===== config.mk =====
export PLATFORM = sky130hd
export DESIGN_NAME = open_drain_port_set
export DESIGN_NICKNAME = d
export VERILOG_FILES = /design/src/hdl/port_set_pkg.sv /design/src/hdl/open_drain_port_set.sv
export VERILOG_INCLUDE_DIRS = /design/src /design/src/hdl
export SDC_FILE = /design/constraint.sdc
export NUM_CORES = 1
export LEC_CHECK = 0
export ABC_CLOCK_PERIOD_IN_PS = 2510
export BUFFER_PORTS_ARGS = -buffer_cell sky130_fd_sc_hd__buf_2
export CORE_MARGIN = 2
export CORE_UTILIZATION = 35
export DETAILED_ROUTE_END_ITERATION = 8
export PLACE_DENSITY_LB_ADDON = 0.3
export SYNTH_ARGS = -nofsm -noshare
export SYNTH_HDL_FRONTEND = slang
export SYNTH_SLANG_ARGS = --single-unit

===== constraint.sdc =====
create_clock -name core_clk -period 2.51 [get_ports core_clk]
set_input_delay 0.502 -clock core_clk [delete_from_list [all_inputs] [get_ports core_clk]]
set_output_delay 0.502 -clock core_clk [all_outputs]
set_load 0.01 [all_outputs]

===== src/hdl/port_set_params.svh =====
// constants for the open-drain port set: widths, reset values, pin indices
`ifndef PORT_SET_PARAMS_SVH
`define PORT_SET_PARAMS_SVH

// port widths
`define QUAD_WIDTH        4
`define DUAL_WIDTH        2
`define BITPORT_LINES     4
`define ACC_WIDTH         4

// output latches come up released (high impedance)
`define QUAD_LATCH_RESET  4'hf
`define DUAL_LATCH_RESET  2'h3
`define BIT_LATCH_RESET   1'h1

// control register reset values
`define WAKE_RESET        4'h0
`define PULL_RESET        4'h0

// index of the counter pin on the second quad port
`define COUNTER_PIN_BIT   2
// index of the shared lines within port D
`define SHARED_C_LINE     2
`define SHARED_K_LINE     3

`endif


===== src/hdl/port_set_pkg.sv =====
// types shared by the open-drain port set
package port_set_pkg;

  // instruction codes offered by the executor
  typedef enum logic [4:0]
  {
    op_none,
    read_quad_zero_to_acc,
    write_quad_zero_from_acc,
    read_quad_one_to_acc,
    write_quad_one_from_acc,
    read_dual_to_acc,
    write_dual_from_acc,
    bitport_latch_set,
    bitport_latch_clear,
    bitport_all_release,
    bitport_zero_skip,
    shared_bit_set,
    shared_bit_clear,
    shared_bit_one_skip,
    single_port_write,
    single_port_read,
    wake_q0_write,
    wake_q0_read,
    pull_q0_write,
    wake_q1_write,
    wake_q1_read,
    pull_q1_write,
    wake_aux_write,
    wake_aux_read,
    pull_aux_write
  } port_op_t;

endpackage


===== src/hdl/open_drain_port_set.sv =====
// open-drain port set: quad, dual, port D, port C and port K logic
`timescale 1ns/1ps
`include "port_set_params.svh"

module open_drain_port_set
  import port_set_pkg::*;
#(
  parameter int QW = `QUAD_WIDTH,      // quad port width
  parameter int DW = `DUAL_WIDTH       // dual port width
)
(
  input  wire logic                  core_clk,
  input  wire logic                  rst_n,
  // instruction executor side
  input  wire port_set_pkg::port_op_t op_code,
  input  wire logic [3:0]            acc_in,
  input  wire logic [3:0]            bitport_select,
  input  wire logic                  counter_pin_select_bit,
  output logic      [3:0]            acc_out,
  output logic                       acc_load,
  output logic                       skip_next,
  // quad port zero pins
  input  wire logic [QW-1:0]         quad_port_zero_i,
  output logic      [QW-1:0]         quad_port_zero_o,
  output logic      [QW-1:0]         quad_port_zero_oe_n,
  // quad port one pins
  input  wire logic [QW-1:0]         quad_port_one_i,
  output logic      [QW-1:0]         quad_port_one_o,
  output logic      [QW-1:0]         quad_port_one_oe_n,
  // dual bit port pins
  input  wire logic [DW-1:0]         dual_bit_port_i,
  output logic      [DW-1:0]         dual_bit_port_o,
  output logic      [DW-1:0]         dual_bit_port_oe_n,
  // port D lines 0 and 1
  input  wire logic [1:0]            bitport_pin_i,
  output logic      [1:0]            bitport_pin_o,
  output logic      [1:0]            bitport_pin_oe_n,
  // shared pin D2 / port C
  input  wire logic                  shared_c_pin_i,
  output logic                       shared_c_pin_o,
  output logic                       shared_c_pin_oe_n,
  // shared pin D3 / port K
  input  wire logic                  shared_k_pin_i,
  output logic                       shared_k_pin_o,
  output logic                       shared_k_pin_oe_n,
  // wakeup and pullup selections
  output logic      [QW-1:0]         wakeup_enable_quad_zero,
  output logic      [QW-1:0]         pullup_enable_quad_zero,
  output logic      [QW-1:0]         wakeup_enable_quad_one,
  output logic      [QW-1:0]         pullup_enable_quad_one,
  output logic      [3:0]            wakeup_enable_aux,
  output logic      [3:0]            pullup_enable_aux
);

  import port_set_pkg::*;

  // output latches
  logic [QW-1:0] quad_zero_latch_reg;      // quad zero latches
  logic [QW-1:0] quad_one_latch_reg;       // quad one latches
  logic [DW-1:0] dual_latch_reg;           // dual port latches
  logic [3:0]    bitport_latch_reg;        // port D latches
  logic [3:0]    bitport_latch_next;       // port D next value
  logic          shared_c_latch_reg;       // port C latch
  logic          shared_c_latch_next;      // port C next value
  logic          single_latch_reg;         // port K latch
  logic          single_latch_next;        // port K next value
  // pin level of the selected port D line
  logic          bitport_sel_level;
  logic          sel_in_range;             // Y within the four lines
  // constant low drive level for every open-drain pin
  logic [13:0]   drive_level_reg;

  assign sel_in_range = (bitport_select < 4'h4);

  // port D selected line level, D2/D3 read their shared pins
  always_comb
  begin
    case (bitport_select[1:0])
      2'h0:    bitport_sel_level = bitport_pin_i[0];
      2'h1:    bitport_sel_level = bitport_pin_i[1];
      2'h2:    bitport_sel_level = shared_c_pin_i;
      default: bitport_sel_level = shared_k_pin_i;
    endcase
  end

  // next values of the single-bit latches
  always_comb
  begin
    bitport_latch_next  = bitport_latch_reg;
    shared_c_latch_next = shared_c_latch_reg;
    single_latch_next   = single_latch_reg;
    case (op_code)
      bitport_latch_set:
      begin
        if (sel_in_range)
          bitport_latch_next[bitport_select[1:0]] = 1'b1;
      end
      bitport_latch_clear:
      begin
        if (sel_in_range)
          bitport_latch_next[bitport_select[1:0]] = 1'b0;
      end
      bitport_all_release: bitport_latch_next  = 4'hf;
      shared_bit_set:      shared_c_latch_next = 1'b1;
      shared_bit_clear:    shared_c_latch_next = 1'b0;
      single_port_write:   single_latch_next   = acc_in[0];
      default:             ;
    endcase
  end

  // constant low level behind every open-drain output
  always_ff @(posedge core_clk or negedge rst_n)
  begin
    if (!rst_n)
      drive_level_reg <= 14'h0000;
    else
      drive_level_reg <= 14'h0000;
  end

  assign quad_port_zero_o = drive_level_reg[3:0];
  assign quad_port_one_o  = drive_level_reg[7:4];
  assign dual_bit_port_o  = drive_level_reg[9:8];
  assign bitport_pin_o    = drive_level_reg[11:10];
  assign shared_c_pin_o   = drive_level_reg[12];
  assign shared_k_pin_o   = drive_level_reg[13];

  // quad and dual port latches
  always_ff @(posedge core_clk or negedge rst_n)
  begin
    if (!rst_n)
    begin
      quad_zero_latch_reg <= `QUAD_LATCH_RESET;
      quad_one_latch_reg  <= `QUAD_LATCH_RESET;
      dual_latch_reg      <= `DUAL_LATCH_RESET;
    end
    else
    begin
      if (op_code == write_quad_zero_from_acc)
        quad_zero_latch_reg <= acc_in[QW-1:0];
      if (op_code == write_quad_one_from_acc)
        quad_one_latch_reg <= acc_in[QW-1:0];
      if (op_code == write_dual_from_acc)
        dual_latch_reg <= acc_in[DW-1:0];
    end
  end

  // port D, C and K latches
  always_ff @(posedge core_clk or negedge rst_n)
  begin
    if (!rst_n)
    begin
      bitport_latch_reg  <= 4'hf;
      shared_c_latch_reg <= `BIT_LATCH_RESET;
      single_latch_reg   <= `BIT_LATCH_RESET;
    end
    else
    begin
      bitport_latch_reg  <= bitport_latch_next;
      shared_c_latch_reg <= shared_c_latch_next;
      single_latch_reg   <= single_latch_next;
    end
  end

  // pin enables: latch 0 drives low except the counter pin while selected, shared pins low if either owner is 0
  always_ff @(posedge core_clk or negedge rst_n)
  begin
    if (!rst_n)
    begin
      quad_port_zero_oe_n <= `QUAD_LATCH_RESET;
      quad_port_one_oe_n  <= `QUAD_LATCH_RESET;
      dual_bit_port_oe_n  <= `DUAL_LATCH_RESET;
      bitport_pin_oe_n    <= 2'h3;
      shared_c_pin_oe_n   <= 1'b1;
      shared_k_pin_oe_n   <= 1'b1;
    end
    else
    begin
      quad_port_zero_oe_n <= (op_code == write_quad_zero_from_acc) ? acc_in[QW-1:0]
                                                                   : quad_zero_latch_reg;
      quad_port_one_oe_n  <= (op_code == write_quad_one_from_acc) ? acc_in[QW-1:0]
                                                                  : quad_one_latch_reg;
      // counter function owns the pin while selected
      if (counter_pin_select_bit)
        quad_port_one_oe_n[`COUNTER_PIN_BIT] <= 1'b1;
      dual_bit_port_oe_n  <= (op_code == write_dual_from_acc) ? acc_in[DW-1:0] : dual_latch_reg;
      bitport_pin_oe_n    <= bitport_latch_next[1:0];
      shared_c_pin_oe_n   <= bitport_latch_next[`SHARED_C_LINE] & shared_c_latch_next;
      shared_k_pin_oe_n   <= bitport_latch_next[`SHARED_K_LINE] & single_latch_next;
    end
  end

  // wakeup and pullup control registers
  always_ff @(posedge core_clk or negedge rst_n)
  begin
    if (!rst_n)
    begin
      wakeup_enable_quad_zero <= `WAKE_RESET;
      pullup_enable_quad_zero <= `PULL_RESET;
      wakeup_enable_quad_one  <= `WAKE_RESET;
      pullup_enable_quad_one  <= `PULL_RESET;
      wakeup_enable_aux       <= `WAKE_RESET;
      pullup_enable_aux       <= `PULL_RESET;
    end
    else
    begin
      case (op_code)
        wake_q0_write:  wakeup_enable_quad_zero <= acc_in[QW-1:0];
        pull_q0_write:  pullup_enable_quad_zero <= acc_in[QW-1:0];
        wake_q1_write:  wakeup_enable_quad_one  <= acc_in[QW-1:0];
        pull_q1_write:  pullup_enable_quad_one  <= acc_in[QW-1:0];
        wake_aux_write: wakeup_enable_aux       <= acc_in;
        pull_aux_write: pullup_enable_aux       <= acc_in;
        default:        ;
      endcase
    end
  end

  // accumulator reads, one-cycle load strobe
  always_ff @(posedge core_clk or negedge rst_n)
  begin
    if (!rst_n)
    begin
      acc_out  <= 4'h0;
      acc_load <= 1'b0;
    end
    else
    begin
      acc_load <= 1'b1;
      case (op_code)
        read_quad_zero_to_acc: acc_out <= quad_port_zero_i;
        read_quad_one_to_acc:  acc_out <= quad_port_one_i;
        read_dual_to_acc:      acc_out <= {2'h0, dual_bit_port_i};
        single_port_read:      acc_out <= {3'h0, shared_k_pin_i};
        wake_q0_read:          acc_out <= wakeup_enable_quad_zero;
        wake_q1_read:          acc_out <= wakeup_enable_quad_one;
        wake_aux_read:         acc_out <= wakeup_enable_aux;
        default:               acc_load <= 1'b0;
      endcase
    end
  end

  // skip decisions for the two test instructions
  always_ff @(posedge core_clk or negedge rst_n)
  begin
    if (!rst_n)
      skip_next <= 1'b0;
    else if (op_code == bitport_zero_skip)
      skip_next <= sel_in_range & ~bitport_sel_level;
    else if (op_code == shared_bit_one_skip)
      skip_next <= shared_c_pin_i;
    else
      skip_next <= 1'b0;
  end
endmodule


# Word level (Yosys, flattened, before mapping)
# Cells that the tools add are included.
[totals]
regBits = 54
latch_bits = 0
ramBits = 0
romBits = 0
inputBits = 30
output_inout_bits = 58
elab_cells = 73
mem_count = 0
[op_classes]
add_sub_neg = 0
multipliers = 0
div_mod_pow = 0
order_cmp = 3
eq_ne = 26
n_shift = 0
mux = 14
n_bitwise = 7
n_reduce_logical = 4
[op_table]
columns = ["operator", "n"]
rows = [
  ["== test 5 bit, second input constant", 9],
  ["== test 5 x 4 -> 1 bit, second input constant", 8],
  ["case mux 4 bit (7 select lines)", 1],
  ["== test 5 x 3 -> 1 bit, second input constant", 4],
  ["two-way mux 4 bit", 3],
  ["case mux 4 bit (3 select lines)", 1],
  ["== test 5 x 2 -> 1 bit, second input constant", 2],
  ["nonzero test 7 bit", 1],
  ["OR reduction 7 bit", 1],
  ["two-way mux 1 bit", 6],
  ["== test 5 x 1 -> 1 bit, second input constant", 1],
  ["AND 4 bit", 1],
  ["< comparator 4 x 3 -> 1 bit, second input constant", 1],
  ["inverter 4 bit", 1],
  ["bitwise OR 4 bit", 1],
  ["AND 1 bit", 3],
  ["< comparator 2 x 3 -> 1 bit, second input constant", 1],
  ["case mux 1 bit (3 select lines)", 1],
  ["demux 1 bit (select 2 bit)", 1],
  ["== test 2 x 1 -> 1 bit, second input constant", 1],
  ["== test 2 bit, second input constant", 1],
  ["greater-or-equal comparator 2 x 1 -> 1 bit, second input constant", 1],
  ["zero test 2 bit", 1],
  ["case mux 1 bit (2 select lines)", 1],
  ["2 further kinds", 2],
]

# Depth between registers and ports, before layout
[logic_depth]
depth_word = 9
mapped_depth = 6
depth_no_buf = 4

# Worst setup path after synthesis
# OpenSTA, ideal clock, no wires.
[synth_path]
path_type = "input port to flip-flop"
start = "input port op_code[2]"
end = "register pullup_enable_quad_zero[0]"
setup_ns = 0.125
t_arrival_ns = 1.735
required_time_ns = 2.385
setup_slack_ns = 0.650
path_stages = 4
n_path_buf = 1
path_cell_list = "buf_2 > or3b_1 > or3b_4 > mux2_4"
[synth_via]
elab_chain_cells = 1
[synth_rtl]
columns = ["item", "line_no", "rtl"]
rows = [
  ["from (decl)", "open_drain_port_set.sv:15", "input wire port_set_pkg::port_op_t op_code,"],
  ["== test 5 bit", "open_drain_port_set.sv:206", "case (op_code)"],
  ["to (signal assigned)", "open_drain_port_set.sv:198", "pullup_enable_quad_zero <= `PULL_RESET;"],
  ["to (signal assigned)", "open_drain_port_set.sv:208", "pull_q0_write: pullup_enable_quad_zero <= acc_in[QW-1:0];"],
  ["to (decl)", "open_drain_port_set.sv:48", "output logic [QW-1:0] pullup_enable_quad_zero,"],
]
# Every way passes these cells.
# A chain may end at the register's enable or synchronous reset.

# Final worst setup path
[layout_path]
start = "input port op_code[2]"
end = "register wakeup_enable_aux[2]"
[layout_via]
elab_chain_cells = 1
[layout_rtl]
columns = ["item", "line_no", "rtl"]
rows = [
  ["== test 5 bit", "open_drain_port_set.sv:206", ""],
  ["to (signal assigned)", "open_drain_port_set.sv:201", "wakeup_enable_aux <= `WAKE_RESET;"],
  ["to (signal assigned)", "open_drain_port_set.sv:211", "wake_aux_write: wakeup_enable_aux <= acc_in;"],
  ["to (decl)", "open_drain_port_set.sv:51", "output logic [3:0] wakeup_enable_aux,"],
]
# Every way passes these cells.

==> impl_metrics.tcl <==
set metrics [dict create \
    critical_path.max_stage_delay_ps 510 \
    arrival_ps 1940 \
    dr.first_iter.drc_count 88 \
    hold_violations 0 \
    yosysWarnings 0 \
    synth_area_um2 2570 \
    via_per_inst 5.021 \
    start_util_pct 35.82 \
    grt_pass1_wl_um 9915 \
    slew_headroom_pct 63.50 \
    core_um2 7176 \
    port_buffers 73 \
    grt_max_degree 23 \
    rsz0062_at_grt "false" \
    ys_seq_area_share_pct 48.64 \
    ys_types 49 \
    dieArea_um2 8044 \
    seqCellArea_um2 1250 \
    antenna_found_initial 0 \
    gp_congestion 0.8704 \
    nets 309 \
    area_growth_pct 17.33 \
    finClkSkew_ps 2.679 \
    ir_drop_v 0.0003284 \
    cp_top_family "simple AND/OR/NAND/NOR gates" \
    first_pass_iters 4 \
    whs_ps 120.5 \
    cts-resized-gates 0 \
    die_x_um 89.69 \
    htreeDepth 2 \
    grt_pass1_vias 1948 \
    post-dp-hpwl_um 4579 \
    worst_setup_path_start_kind "input pin" \
    clkLatencyLatePin_ps 300 \
    setup_viol 0 \
    synth.top_cells.by_area "dfrtp_1 (29%), dfstp_2 (19%), mux2_2 (14%), buf_4 (5.6%), mux2_4 (2.3%)" \
    rows 31 \
    wl_um 6001 \
    cp-end-kind "flip-flop" \
    postCtsSetupBuffers 0 \
    ant_nets 0 \
    cap_violations 0 \
    synth_cells 215 \
    p_leak_uw 0.001367 \
    cp_num_buf_inv 1 \
    max_slew.worst_pin.slew_ps 546.3 \
    drive_above_1_share_pct 52.14 \
    clock-sinks 49 \
    num_antenna_cells 0 \
    placed_cells 371 \
    crit_chain "buf_2 > nand3b_1 > nor3b_1 > mux2_2" \
    status "finished, final reports clean" \
    synth_top_area_cell "dfrtp_1" \
    io_pins 88 \
    hp-class "input pin to asynchronous set/reset pin" \
    cp.required_ps 2700 \
    cts-root-buf "clkbuf_8" \
    synth.ff_latch_count 49 \
    ctsHoldBuffers 0 \
    die_h_um 89.69 \
    cts.clk_slew.worst_paths_ps 90 \
    cts_buffer_depth 2 \
    synthArstFlopShare_pct 100.0 \
    syn_area_per_cell_um2 11.95 \
    multi_input_area_um2 1154 \
    fillCellCount 724 \
    num_vias 1903 \
    numCtsBuffers 5 \
    tns_ps 0 \
    power_density_nw_per_um2 702.2 \
    cts_tree "done" \
    finalCritPeriodShare_pct 69.81 \
    min_period_ps 1752 \
    r2r_slack_ps 1280 \
    crit_type "input pin to flip-flop" \
    slowest_stage "nor3b_1" \
    track_usage_pct 16.06 \
    overflow 0 \
    yosys.area.top_type_share_pct 29.21 \
    final_cell_count_no_fill 379 \
    synth_ff_type "dfrtp_1" \
    crit_fanout 22 \
    synth_most_common_cell "mux2_2" \
    max_freq_mhz 570.7 \
    synth_common_cells "mux2_2 (31), dfrtp_1 (30), buf_4 (19), dfstp_2 (19), nand3_1 (8)" \
    synth-edff-count 0 \
    slew_violations 0 \
    drc 0 \
    wl_per_cell_um 15.83 \
]
==> through the flow <==
stage | total power, µW | util, % | instance area (µm²) | worst slack, ps
6_report | 2117 | 42.02 | 3015 | 757.8
2_1_floorplan | 1429 | - | 2619 | 650.0
3_3_place_gp | 1641 | 40.68 | 2919 | 481.9
4_1_cts | 2150 | 42.02 | 3015 | 762.7
3_5_place_dp | 1651 | 40.68 | 2919 | 445.5
5_1_grt | 2250 | 42.02 | 3015 | 613.1
==> layout make-up <==
cell class | instances | area share (%)
inverter | 3 | 0.3734
tap | 99 | 4.108
sequential | 49 | 41.45
timing repair buffer | 75 | 12.61
clock inverter | 2 | 0.4564
multi-input combinational | 145 | 38.26
clock buffer | 6 | 2.739
==> cells in the final DEF (no fill, tap or decap), types with 6 or more instances in the layout <==
master,netlist,final
a21oi_1,6,6
buf_2,7,73
clkbuf_8,0,6
conb_1,1,14
dfrtp_1,30,30
dfstp_2,19,19
mux2_2,31,31
nand2_1,6,6
nand3_1,8,8
nor2_1,7,7
nor3_1,7,7
nor3b_1,7,7
==> per-layer routing <==
metal  GRT usage [%]  up-vias  part of all wire, %
met4           5.699        0                  2.4
met2           26.00       71                   46
li1                -      888                    -
met3           4.845       14                  7.5
met5               0        -                    0
met1           20.41      930                   44
==> where the power goes <==
part / total, µW / leakage [µW] / internal (µW) / switching [µW]
clock network: 489 / 0.0000512 / 224 / 265
logic: 550 / 0.000750 / 273 / 277
registers: 1080 / 0.000565 / 986 / 92.1
total: 2120 / 0.00137 / 1480 / 635
==> worst paths after layout <==
path | cells after the start | to | startpoint
min | 1 | pullup_enable_quad_one[3]$_DFFE_PN0N_ | rst_n
min in group core_clk | 2 | quad_port_one_oe_n[2]$_DFF_PN1_ | counter_pin_select_bit
max reg2reg | 4 | acc_out[1]$_DFFE_PN0P_ | wakeup_enable_aux[1]$_DFFE_PN0N_
min reg2reg | 1 | pullup_enable_aux[1]$_DFFE_PN0N_ | pullup_enable_aux[1]$_DFFE_PN0N_
max in group asynchronous | 2 | bitport_latch_reg[2]$_DFF_PN1_ | rst_n
max | 4 | wakeup_enable_aux[2]$_DFFE_PN0N_ | op_code[2]
==> cells by family after synthesis <==
logic type	after synthesis	share of synthesized area, %
and+or+nand+nor	60	15.34
other	1	0.1459
buffers and inverters	34	8.374
muxes	36	16.80
DFF	49	48.64
AOI/OAI and AO/OA	32	9.056
adders and majority gates	1	0.3895
xor gates and xnor gates	2	1.266
Power figures use the tool's default switching activity.
